--- src/logic/pmw_pkg.sv ---
package pmw_pkg;
   localparam int PORTA_W = 8;
   localparam int IRQ_W = 4;
   localparam int ADDR_W = 8;
   // Register byte addresses.
   localparam logic [ADDR_W-1:0] MODE_ADDR = 8'h00;
   localparam logic [ADDR_W-1:0] MODE2_ADDR = 8'h04;
   localparam logic [ADDR_W-1:0] STAT_ADDR = 8'h08;
   localparam logic [ADDR_W-1:0] WAKE_ADDR = 8'h0C;
   // Field positions.
   localparam int MODE_HSEL_BIT = 0;
   localparam int MODE_IDLE_BIT = 1;
   localparam int MODE_HRDY_BIT = 2;
   localparam int MODE_LRDY_BIT = 3;
   localparam int MODE_DIV_LSB = 5;
   localparam int MODE2_SYSON_BIT = 7;
   localparam int STAT_PDF_BIT = 0;
   localparam int STAT_TO_BIT = 1;
   localparam int STAT_PWR_LSB = 4;
   // Reset values.
   localparam logic HSEL_RST = 1'b1;
   localparam logic [2:0] DIV_RST = 3'h0;
   localparam logic IDLE_RST = 1'b0;
   localparam logic SYSON_RST = 1'b0;
   localparam logic [PORTA_W-1:0] WAKE_RST = 8'h00;
   // Highest divider code that still selects the slow clock.
   localparam logic [2:0] DIV_SLOW_MAX = 3'h1;
   // Power state codes shown in the status register.
   localparam logic [2:0] PWR_CODE_RUN = 3'h0;
   localparam logic [2:0] PWR_CODE_S0 = 3'h1;
   localparam logic [2:0] PWR_CODE_S1 = 3'h2;
   localparam logic [2:0] PWR_CODE_I0 = 3'h3;
   localparam logic [2:0] PWR_CODE_I1 = 3'h4;

   typedef enum logic [1:0] {
      CLK_NORMAL, CLK_TO_SLOW, CLK_SLOW, CLK_TO_NORMAL
   } pmw_clk_type;

   typedef enum logic [2:0] {
      PWR_RUN, PWR_SLEEP_ALL_STOPPED, PWR_SLEEP_LOW_SPEED_INTERNAL_OSC_ALIVE,
      PWR_IDLE_TIMEBASE_ONLY, PWR_IDLE_CLOCKS_RUNNING
   } pmw_pwr_type;

   typedef struct packed {
      logic psel;
      logic penable;
      logic pwrite;
      logic [ADDR_W-1:0] paddr;
      logic [31:0] pwdata;
   } pmw_apb_req_type;

   typedef struct packed {
      logic [31:0] prdata;
      logic pready;
      logic pslverr;
   } pmw_apb_rsp_type;

   typedef struct packed {
      logic sys;
      logic wdt;
      logic tbase;
      logic hosc;
      logic hdiv;
   } pmw_clk_en_type;
endpackage : pmw_pkg

--- src/logic/pmw_fall_detect.sv ---
`timescale 1ns/1ps
// Per-pin falling edge detector on already synchronised inputs, gated by an enable.
module pmw_fall_detect #(
   parameter int W = 8
) (
   input wire logic mclk_i,
   input wire logic reset_n_i,
   input wire logic [W-1:0] level_i,
   input wire logic [W-1:0] enable_i,
   output logic any_fall_o
);
   logic [W-1:0] prev_q;
   logic [W-1:0] prev_d;
   logic [W-1:0] fall;

   // Each pin has its own edge term.
   for (genvar i = 0; i < W; i++) begin : g_pin
      assign fall[i] = prev_q[i] & ~level_i[i] & enable_i[i];
   end

   always_comb begin
      prev_d = level_i;
   end

   // Previous level starts high, so a pin already low after reset counts as an edge.
   always_ff @(posedge mclk_i) begin
      if (!reset_n_i) begin
         prev_q <= '1;
      end else begin
         prev_q <= prev_d;
      end
   end

   assign any_fall_o = |fall;
endmodule : pmw_fall_detect

--- src/logic/pmw_mode_ctrl.sv ---
// Chosen here: register access over APB and the register offsets.
`timescale 1ns/1ps
// Operating mode controller: clock source switching, halt states and wake-up.
module pmw_mode_ctrl
   import pmw_pkg::*;
(
   // Clock and reset.
   input wire logic mclk_i,
   input wire logic reset_n_i,
   // Register bus.
   input wire pmw_apb_req_type apb_req_i,
   output pmw_apb_rsp_type apb_rsp_o,
   // Core events, same clock.
   input wire logic halt_i,
   input wire logic clr_wdt_i,
   input wire logic wdt_enable_i,
   input wire logic lvd_enable_i,
   input wire logic wdt_overflow_i,
   input wire logic [IRQ_W-1:0] irq_req_i,
   input wire logic [IRQ_W-1:0] irq_enable_i,
   input wire logic stack_full_i,
   // Pins and oscillators, asynchronous.
   input wire logic ext_reset_n_i,
   input wire logic [PORTA_W-1:0] porta_i,
   input wire logic low_osc_stable_i,
   input wire logic high_osc_stable_i,
   // Clock steering.
   output pmw_clk_en_type clk_en_o,
   output logic sysclk_low_sel_o,
   // Core control.
   output logic cpu_hold_o,
   output logic wdt_clear_o,
   output logic wdt_stop_o,
   output logic full_reset_o,
   output logic wdt_reset_o,
   output logic resume_next_o,
   output logic irq_take_o
);
   pmw_clk_type clk_q, clk_d;
   pmw_pwr_type pwr_q, pwr_d;
   logic hsel_q, hsel_d;
   logic [2:0] div_q, div_d;
   logic idle_q, idle_d;
   logic syson_q, syson_d;
   logic [PORTA_W-1:0] wake_en_q, wake_en_d;
   logic pdf_q, pdf_d;
   logic to_q, to_d;
   logic [IRQ_W-1:0] irq_mask_q, irq_mask_d;
   logic wdt_clear_q, wdt_clear_d;
   logic full_reset_q, full_reset_d;
   logic wdt_reset_q, wdt_reset_d;
   logic resume_q, resume_d;
   logic irq_take_q, irq_take_d;
   logic [31:0] rdata_q, rdata_d;
   logic [2:0] sync_misc;
   logic [PORTA_W-1:0] porta_s, porta_low_s;
   logic lo_rdy, hi_rdy, ext_rst_s;
   logic port_wake, irq_wake, ext_wake, want_slow;
   logic [IRQ_W-1:0] irq_new;
   logic [2:0] pwr_code;
   logic wr_en, rd_setup, mapped;

   // Pins and oscillator ready levels pass two flops before use.
   // Idle-high pins are inverted first, so a stage held in reset reads as an idle pin.
   pmw_sync #(.W(3)) u_sync_misc (
      .mclk_i(mclk_i),
      .reset_n_i(reset_n_i),
      .async_i({~ext_reset_n_i, high_osc_stable_i, low_osc_stable_i}),
      .sync_o(sync_misc)
   );
   pmw_sync #(.W(PORTA_W)) u_sync_porta (
      .mclk_i(mclk_i),
      .reset_n_i(reset_n_i),
      .async_i(~porta_i),
      .sync_o(porta_low_s)
   );
   assign lo_rdy = sync_misc[0];
   assign hi_rdy = sync_misc[1];
   assign ext_rst_s = sync_misc[2];
   assign porta_s = ~porta_low_s;

   // Falling edges on enabled port pins.
   pmw_fall_detect #(.W(PORTA_W)) u_fall (
      .mclk_i(mclk_i),
      .reset_n_i(reset_n_i),
      .level_i(porta_s),
      .enable_i(wake_en_q),
      .any_fall_o(port_wake)
   );

   // Wake sources; requests already pending at entry are masked off.
   always_comb begin
      want_slow = !hsel_q && (div_q <= DIV_SLOW_MAX);
      irq_new = irq_req_i & ~irq_mask_q;
      irq_wake = |irq_new;
      ext_wake = ext_rst_s;
   end

   // Register bus decode; write strobe in the access phase, read capture in setup.
   always_comb begin
      mapped = (apb_req_i.paddr == MODE_ADDR) || (apb_req_i.paddr == MODE2_ADDR)
         || (apb_req_i.paddr == STAT_ADDR) || (apb_req_i.paddr == WAKE_ADDR);
      wr_en = apb_req_i.psel && apb_req_i.penable && apb_req_i.pwrite && mapped;
      rd_setup = apb_req_i.psel && !apb_req_i.penable;
   end

   // Power state code for the status register.
   always_comb begin
      case (pwr_q)
         PWR_SLEEP_ALL_STOPPED: pwr_code = PWR_CODE_S0;
         PWR_SLEEP_LOW_SPEED_INTERNAL_OSC_ALIVE: pwr_code = PWR_CODE_S1;
         PWR_IDLE_TIMEBASE_ONLY: pwr_code = PWR_CODE_I0;
         PWR_IDLE_CLOCKS_RUNNING: pwr_code = PWR_CODE_I1;
         default: pwr_code = PWR_CODE_RUN;
      endcase
   end

   // Software registers and read data.
   always_comb begin
      hsel_d = hsel_q;
      div_d = div_q;
      idle_d = idle_q;
      syson_d = syson_q;
      wake_en_d = wake_en_q;
      rdata_d = rdata_q;
      if (wr_en && apb_req_i.paddr == MODE_ADDR) begin
         hsel_d = apb_req_i.pwdata[MODE_HSEL_BIT];
         idle_d = apb_req_i.pwdata[MODE_IDLE_BIT];
         div_d = apb_req_i.pwdata[MODE_DIV_LSB +: 3];
      end else if (wr_en && apb_req_i.paddr == MODE2_ADDR) begin
         syson_d = apb_req_i.pwdata[MODE2_SYSON_BIT];
      end else if (wr_en && apb_req_i.paddr == WAKE_ADDR) begin
         wake_en_d = apb_req_i.pwdata[PORTA_W-1:0];
      end
      if (rd_setup) begin
         rdata_d = 32'h0000_0000;
         if (apb_req_i.paddr == MODE_ADDR) begin
            rdata_d[MODE_HSEL_BIT] = hsel_q;
            rdata_d[MODE_IDLE_BIT] = idle_q;
            rdata_d[MODE_HRDY_BIT] = hi_rdy && clk_en_o.hosc;
            rdata_d[MODE_LRDY_BIT] = lo_rdy;
            rdata_d[MODE_DIV_LSB +: 3] = div_q;
         end else if (apb_req_i.paddr == MODE2_ADDR) begin
            rdata_d[MODE2_SYSON_BIT] = syson_q;
         end else if (apb_req_i.paddr == STAT_ADDR) begin
            rdata_d[STAT_PDF_BIT] = pdf_q;
            rdata_d[STAT_TO_BIT] = to_q;
            rdata_d[STAT_PWR_LSB +: 3] = pwr_code;
         end else if (apb_req_i.paddr == WAKE_ADDR) begin
            rdata_d[PORTA_W-1:0] = wake_en_q;
         end
      end
   end

   // Clock source switching between fast and slow.
   always_comb begin
      clk_d = clk_q;
      case (clk_q)
         CLK_NORMAL: begin
            if (want_slow) begin
               clk_d = CLK_TO_SLOW;
            end
         end
         CLK_TO_SLOW: begin
            if (!want_slow) begin
               clk_d = CLK_NORMAL;
            end else if (lo_rdy) begin
               clk_d = CLK_SLOW;
            end
         end
         CLK_SLOW: begin
            if (!want_slow) begin
               clk_d = CLK_TO_NORMAL;
            end
         end
         default: begin
            if (want_slow) begin
               clk_d = CLK_SLOW;
            end else if (hi_rdy) begin
               clk_d = CLK_NORMAL;
            end
         end
      endcase
   end

   // Halt entry, wake-up and status flags; a setting event beats a clear.
   always_comb begin
      pwr_d = pwr_q;
      pdf_d = pdf_q;
      to_d = to_q;
      irq_mask_d = irq_mask_q;
      wdt_clear_d = 1'b0;
      full_reset_d = 1'b0;
      wdt_reset_d = 1'b0;
      resume_d = 1'b0;
      irq_take_d = 1'b0;
      if (clr_wdt_i) begin
         pdf_d = 1'b0;
      end
      if (ext_wake) begin
         pwr_d = PWR_RUN;
         full_reset_d = 1'b1;
      end else if (pwr_q == PWR_RUN) begin
         if (wdt_overflow_i) begin
            to_d = 1'b1;
            full_reset_d = 1'b1;
         end else if (halt_i) begin
            pdf_d = 1'b1;
            to_d = 1'b0;
            wdt_clear_d = 1'b1;
            irq_mask_d = irq_req_i;
            if (idle_q && syson_q) begin
               pwr_d = PWR_IDLE_CLOCKS_RUNNING;
            end else if (idle_q) begin
               pwr_d = PWR_IDLE_TIMEBASE_ONLY;
            end else if (wdt_enable_i || lvd_enable_i) begin
               pwr_d = PWR_SLEEP_LOW_SPEED_INTERNAL_OSC_ALIVE;
            end else begin
               pwr_d = PWR_SLEEP_ALL_STOPPED;
            end
         end
      end else if (wdt_overflow_i) begin
         pwr_d = PWR_RUN;
         to_d = 1'b1;
         wdt_reset_d = 1'b1;
      end else if (irq_wake) begin
         pwr_d = PWR_RUN;
         if (|(irq_new & irq_enable_i) && !stack_full_i) begin
            irq_take_d = 1'b1;
         end else begin
            resume_d = 1'b1;
         end
      end else if (port_wake) begin
         pwr_d = PWR_RUN;
         resume_d = 1'b1;
      end
   end

   // All state registers; power-up reset clears both flags.
   always_ff @(posedge mclk_i) begin
      if (!reset_n_i) begin
         clk_q <= CLK_NORMAL;
         pwr_q <= PWR_RUN;
         hsel_q <= HSEL_RST;
         div_q <= DIV_RST;
         idle_q <= IDLE_RST;
         syson_q <= SYSON_RST;
         wake_en_q <= WAKE_RST;
         pdf_q <= 1'b0;
         to_q <= 1'b0;
         irq_mask_q <= '0;
         wdt_clear_q <= 1'b0;
         full_reset_q <= 1'b0;
         wdt_reset_q <= 1'b0;
         resume_q <= 1'b0;
         irq_take_q <= 1'b0;
         rdata_q <= 32'h0000_0000;
      end else begin
         clk_q <= clk_d;
         pwr_q <= pwr_d;
         hsel_q <= hsel_d;
         div_q <= div_d;
         idle_q <= idle_d;
         syson_q <= syson_d;
         wake_en_q <= wake_en_d;
         pdf_q <= pdf_d;
         to_q <= to_d;
         irq_mask_q <= irq_mask_d;
         wdt_clear_q <= wdt_clear_d;
         full_reset_q <= full_reset_d;
         wdt_reset_q <= wdt_reset_d;
         resume_q <= resume_d;
         irq_take_q <= irq_take_d;
         rdata_q <= rdata_d;
      end
   end

   // Clock enables follow the clock and power states.
   always_comb begin
      sysclk_low_sel_o = (clk_q == CLK_SLOW);
      clk_en_o.hosc = !sysclk_low_sel_o && (pwr_q != PWR_SLEEP_ALL_STOPPED)
         && (pwr_q != PWR_SLEEP_LOW_SPEED_INTERNAL_OSC_ALIVE);
      clk_en_o.hdiv = clk_en_o.hosc;
      clk_en_o.sys = (pwr_q == PWR_RUN) || (pwr_q == PWR_IDLE_CLOCKS_RUNNING);
      clk_en_o.tbase = clk_en_o.sys || (pwr_q == PWR_IDLE_TIMEBASE_ONLY);
      clk_en_o.wdt = (pwr_q != PWR_SLEEP_ALL_STOPPED);
      cpu_hold_o = (pwr_q != PWR_RUN);
      wdt_stop_o = (pwr_q == PWR_SLEEP_ALL_STOPPED);
   end

   assign wdt_clear_o = wdt_clear_q;
   assign full_reset_o = full_reset_q;
   assign wdt_reset_o = wdt_reset_q;
   assign resume_next_o = resume_q;
   assign irq_take_o = irq_take_q;

   // Zero-wait slave; unmapped addresses answer with an error.
   always_comb begin
      apb_rsp_o.prdata = rdata_q;
      apb_rsp_o.pready = 1'b1;
      apb_rsp_o.pslverr = apb_req_i.psel && apb_req_i.penable && !mapped;
   end
endmodule : pmw_mode_ctrl

--- src/logic/pmw_sync.sv ---
`timescale 1ns/1ps
// Two-flop synchroniser for a bus of independent level signals.
module pmw_sync #(
   parameter int W = 1
) (
   input wire logic mclk_i,
   input wire logic reset_n_i,
   input wire logic [W-1:0] async_i,
   output logic [W-1:0] sync_o
);
   logic [W-1:0] meta_q;
   logic [W-1:0] meta_d;
   logic [W-1:0] sync_q;
   logic [W-1:0] sync_d;

   // Next values: the first stage feeds only the second.
   always_comb begin
      meta_d = async_i;
      sync_d = meta_q;
   end

   // Both stages reset low.
   always_ff @(posedge mclk_i) begin
      if (!reset_n_i) begin
         meta_q <= '0;
         sync_q <= '0;
      end else begin
         meta_q <= meta_d;
         sync_q <= sync_d;
      end
   end

   assign sync_o = sync_q;
endmodule : pmw_sync
--- config.mk ---
export PLATFORM = sky130hd
export DESIGN_NAME = pmw_mode_ctrl
export DESIGN_NICKNAME = d
export VERILOG_FILES = /design/src/logic/pmw_pkg.sv /design/src/logic/pmw_fall_detect.sv /design/src/logic/pmw_mode_ctrl.sv /design/src/logic/pmw_sync.sv
export SDC_FILE = /design/constraint.sdc
export NUM_CORES = 1
export LEC_CHECK = 0
export BUFFER_PORTS_ARGS = -buffer_cell sky130_fd_sc_hd__buf_4
export CORE_UTILIZATION = 43
export CTS_CLUSTER_DIAMETER = 50
export DETAILED_ROUTE_END_ITERATION = 12
export HOLD_SLACK_MARGIN = 0.08
export PLACE_DENSITY = 0.75
export RECOVER_POWER = 50
export SYNTH_ARGS = -nofsm -noshare
export SYNTH_HDL_FRONTEND = slang
export SYNTH_SLANG_ARGS = --single-unit
--- constraint.sdc ---
create_clock -name mclk_i -period 1.3 [get_ports mclk_i]
set_input_delay 0.065 -clock mclk_i [delete_from_list [all_inputs] [get_ports mclk_i]]
set_output_delay 0.065 -clock mclk_i [all_outputs]
set_load 0.1 [all_outputs]
==> key figures <==
Synth
  • EDFF count, synth: 0
  • Synth Warn #: 0
  • Post-Synthesis Cells: 308
  • Distinct cells, synth: 47
  • #FFs+latches synth: 68
  • Avg Inst Size Synth: 9.26 um2
  • Synthesized area: 2850 um2
  • Post-synth top flop: dfxtp_1
  • Ys async rst share: 0
  • Post-synthesis sequential area ratio: 0.477

Run
  • Max Cap Viol: 0

Worst setup path
  • Worst reg2reg path startpoint: pwr_q[1]$_SDFFE_PP0P_
  • Critical-path cell list: buf_6, xnor2_4, nor2_2, nor2_4, buf_12
  • Crit path max fanout: 5
  • R2R depth: 5
  • Reg2reg end: pwr_q[1]$_SDFFE_PP0P_
  • Setup slack, reg-to-reg: -0.02 ns
  • CP max-delay cell: dfxtp_4
  • Worst EP arrival: 1.41 ns
  • Critical Path Max Stage Delay: 0.38 ns
  • Crit Path Class: reg2out
  • Critical Path RT: 1.24 ns
  • Critical path endpoint: clk_en_o[0]
  • Startpoint Class: register
  • Crit. Startpoint: pwr_q[0]$_SDFFE_PP0P_
  • Worst Setup End Kind: primary output

Layout
  • Share of cells above drive strength 1: 0.344
  • Synth-to-Final Area Change: 48.1%
  • Most frequent cells in the layout: 72 x buf_4, 60 x dfxtp_1, 30 x nand2_1, 29 x nand3_1, 29 x dlygate4sd3_1
  • Nets: 492
  • Commonest non-fill, non-tap cell in the layout: buf_4
  • # diodes: 0
  • Final core occ: 0.662
  • Fillers: 499

STA
  • Max Clock Freq: 680 MHz
  • Final WS setup: -0.170 ns
  • Final min period: 1.47 ns
  • Worst Tran Pin Value: 0.547 ns
  • Slew HR: 0.637
  • Max-slew violation count: 0
  • # setup viols final: 21
  • Period utilisation layout: 1.13
  • RSZ-0062 raised after global routing: yes
  • Worst Skew: 0.0107 ns
  • Fin. Hold Viols: 0

Detailed routing
  • Vias: 2441
  • DR DRC count: 0
  • Routed WL per cell: 12.9 um
  • Router iterations before antenna repair: 4
  • Total wire length: 6.51 mm
  • Vias/cell: 4.84
  • Final ANT Viol Nets: 0
  • Initial drt markers: 144

Floorplanning
  • CORE AREA: 6390 um2
  • Die Ht: 83.5 um
  • Die area: 6960 um2
  • Rows: 29
  • I/O pin count: 117
  • Initial core utilization: 0.447
  • Die Span X: 83.5 um

Power and ir drop
  • Sw power: 1.42 mW
  • Internal power: 3.56 mW
  • Combinational share of power: 0.187
  • Clock share of power: 0.380
  • Max VDD drop: 0.771 mV
  • P_leak: 1.83 nW
  • Flop pwr share: 0.433
  • PwrDens: 1180 nW/um2
  • Sw Share: 0.285

Placement
  • Setup WS pre-CTS: -0.109 ns
  • PortBufs: 67
  • HPWL Detailed: 4.23 mm
  • Routability congestion estimate: 0.819

Global routing
  • Initial antenna violation count: 0
  • Gr usage total: 0.194
  • Largest net degree at the start of global routing: 51
  • Global route total overflow: 0
  • Vias in the first global route: 2414
  • First-pass GRT wire length: 10.8 mm

Clock tree
  • Clock Latency Late Sink: 0.33 ns
  • CTS tree: built
  • CTS Buf Count: 9
  • CTS Root Cell: clkbuf_8
  • Clock-pin slew on the worst setup and hold paths: 0.08 ns
  • Sinks on Clock Net: 68
  • CTS max path bufs: 2
  • H-tree depth: 3

Run status
  • Failing checks: negative setup slack
  • Status: finished, violations left

Hold path
  • Worst Hold Class: in2reg
  • Worst hold path startpoint: halt_i
==> logic make-up after synthesis <==
family / share of synthesized area
and+or+nand+nor: 0.266
DFF: 0.477
AOI/OAI and AO/OA: 0.107
buffers and inverters: 0.100
muxes: 0.0434
other: 0.00263
xor gates and xnor gates: 0.00307
==> how the worst min path moves through the flow <==
stage,endpoint,slack [ns],cells after the start
2_1_floorplan,u_sync_misc.meta_q[2]$_SDFF_PN0_,0.14,1
3_3_place_gp,u_sync_porta.meta_q[1]$_SDFF_PN0_,0.22,2
3_5_place_dp,u_sync_porta.meta_q[7]$_SDFF_PN0_,0.22,2
4_1_cts,wdt_clear_o$_SDFF_PP0_,0.09,4
5_1_grt,pdf_q$_SDFF_PN0_,0.08,3
6_report,pdf_q$_SDFF_PN0_,0.09,3
==> cell usage after synthesis, types with 3 or more instances <==
library cell  instances  area (um2)
a21boi_0              6        45.0
a21oi_1               4        20.0
a22oi_1               4        30.0
and2_1               15        93.8
and3_1                3        18.8
buf_2                 4        20.0
buf_4                27         203
clkbuf_1              9        33.8
dfxtp_1              68        1360
inv_1                 4        15.0
mux2_2                3        33.8
mux2i_1               9        90.1
nand2_1              31         116
nand2b_1              5        31.3
nand3_1              30         150
nor2_1                9        33.8
nor2b_1              22         138
nor3_1                3        15.0
o21ai_0              16        80.1
==> per-layer routing <==
layer	wire length, um	track usage	vias to the layer above
met4	152	0.0986	0
met5	0	0	-
met3	230	0.0396	14
met1	2750	0.222	1134
met2	3370	0.342	67
li1	-	-	1226
==> registers in the layout, indices dropped and copies added (netlist names), named ones only <==
signal / cells
clk_q: 1
div_q: 3
full_reset_o: 1
hsel_q: 1
idle_q: 1
irq_mask_q: 4
irq_take_o: 1
pdf_q: 1
pwr_q: 3
rdata_q: 8
resume_next_o: 1
syson_q: 1
to_q: 1
u_fall.prev_q: 8
u_sync_misc.meta_q: 3
u_sync_misc.sync_o: 3
u_sync_porta.meta_q: 8
u_sync_porta.sync_o: 8
wake_en_q: 8
wdt_clear_o: 1
wdt_reset_o: 1
==> final cells by class <==
cell class	instances	area (um2)	share of cell area
multi-input cells	217	1420	0.335
flip-flops and latches	68	1380	0.327
repair buffers	122	1090	0.259
clock buffers	11	141	0.0335
well taps	77	96.3	0.0228
clock inverters	5	75.1	0.0178
inverters	4	22.5	0.00533
==> critical path: cells and delay by family, from the launching register on <==
kind                      cells  cell delay [ns]
xor gates and xnor gates      1             0.14
and+or+nand+nor               2             0.22
DFF                           1             0.38
buffers and inverters         2             0.32
==> what timing repair did <==
item / 4_1_cts / 5_1_grt
pin swaps: 8 / 7
endpoints found under the hold margin: 36 / 0
hold buffers: 29 / 0
buffers inserted: 9 / 3
resized for setup: 39 / 13
setup endpoints to repair: 16 / 18
==> per-stage QoR <==
stage | TNS, ns | std cells | hold WS, ns | power [mW] | area [um2]
5_1_grt | -3.21 | 504 | 0.0821 | 5.16 | 4230
4_1_cts | -0.797 | 501 | 0.0885 | 4.99 | 4160
2_1_floorplan | -1.12 | 331 | 0.137 | 2.87 | 2990
6_report | -1.19 | 504 | 0.0877 | 4.98 | 4230
3_3_place_gp | -0.0717 | 447 | 0.221 | 3.00 | 3440
3_5_place_dp | -0.289 | 447 | 0.222 | 3.01 | 3440
==> power by group through the flow <==
| stage | logic [mW] | clock network (mW) | registers [mW] |
|---|---|---|---|
| finish | 0.934 | 1.89 | 2.16 |
| global route | 0.979 | 2.01 | 2.16 |
| detailed placement | 0.797 | 0 | 2.21 |
| global placement | 0.791 | 0 | 2.21 |
| CTS | 0.919 | 1.91 | 2.16 |
| floorplan | 0.636 | 0 | 2.24 |
Note: power is estimated with default switching activity, not from simulation.
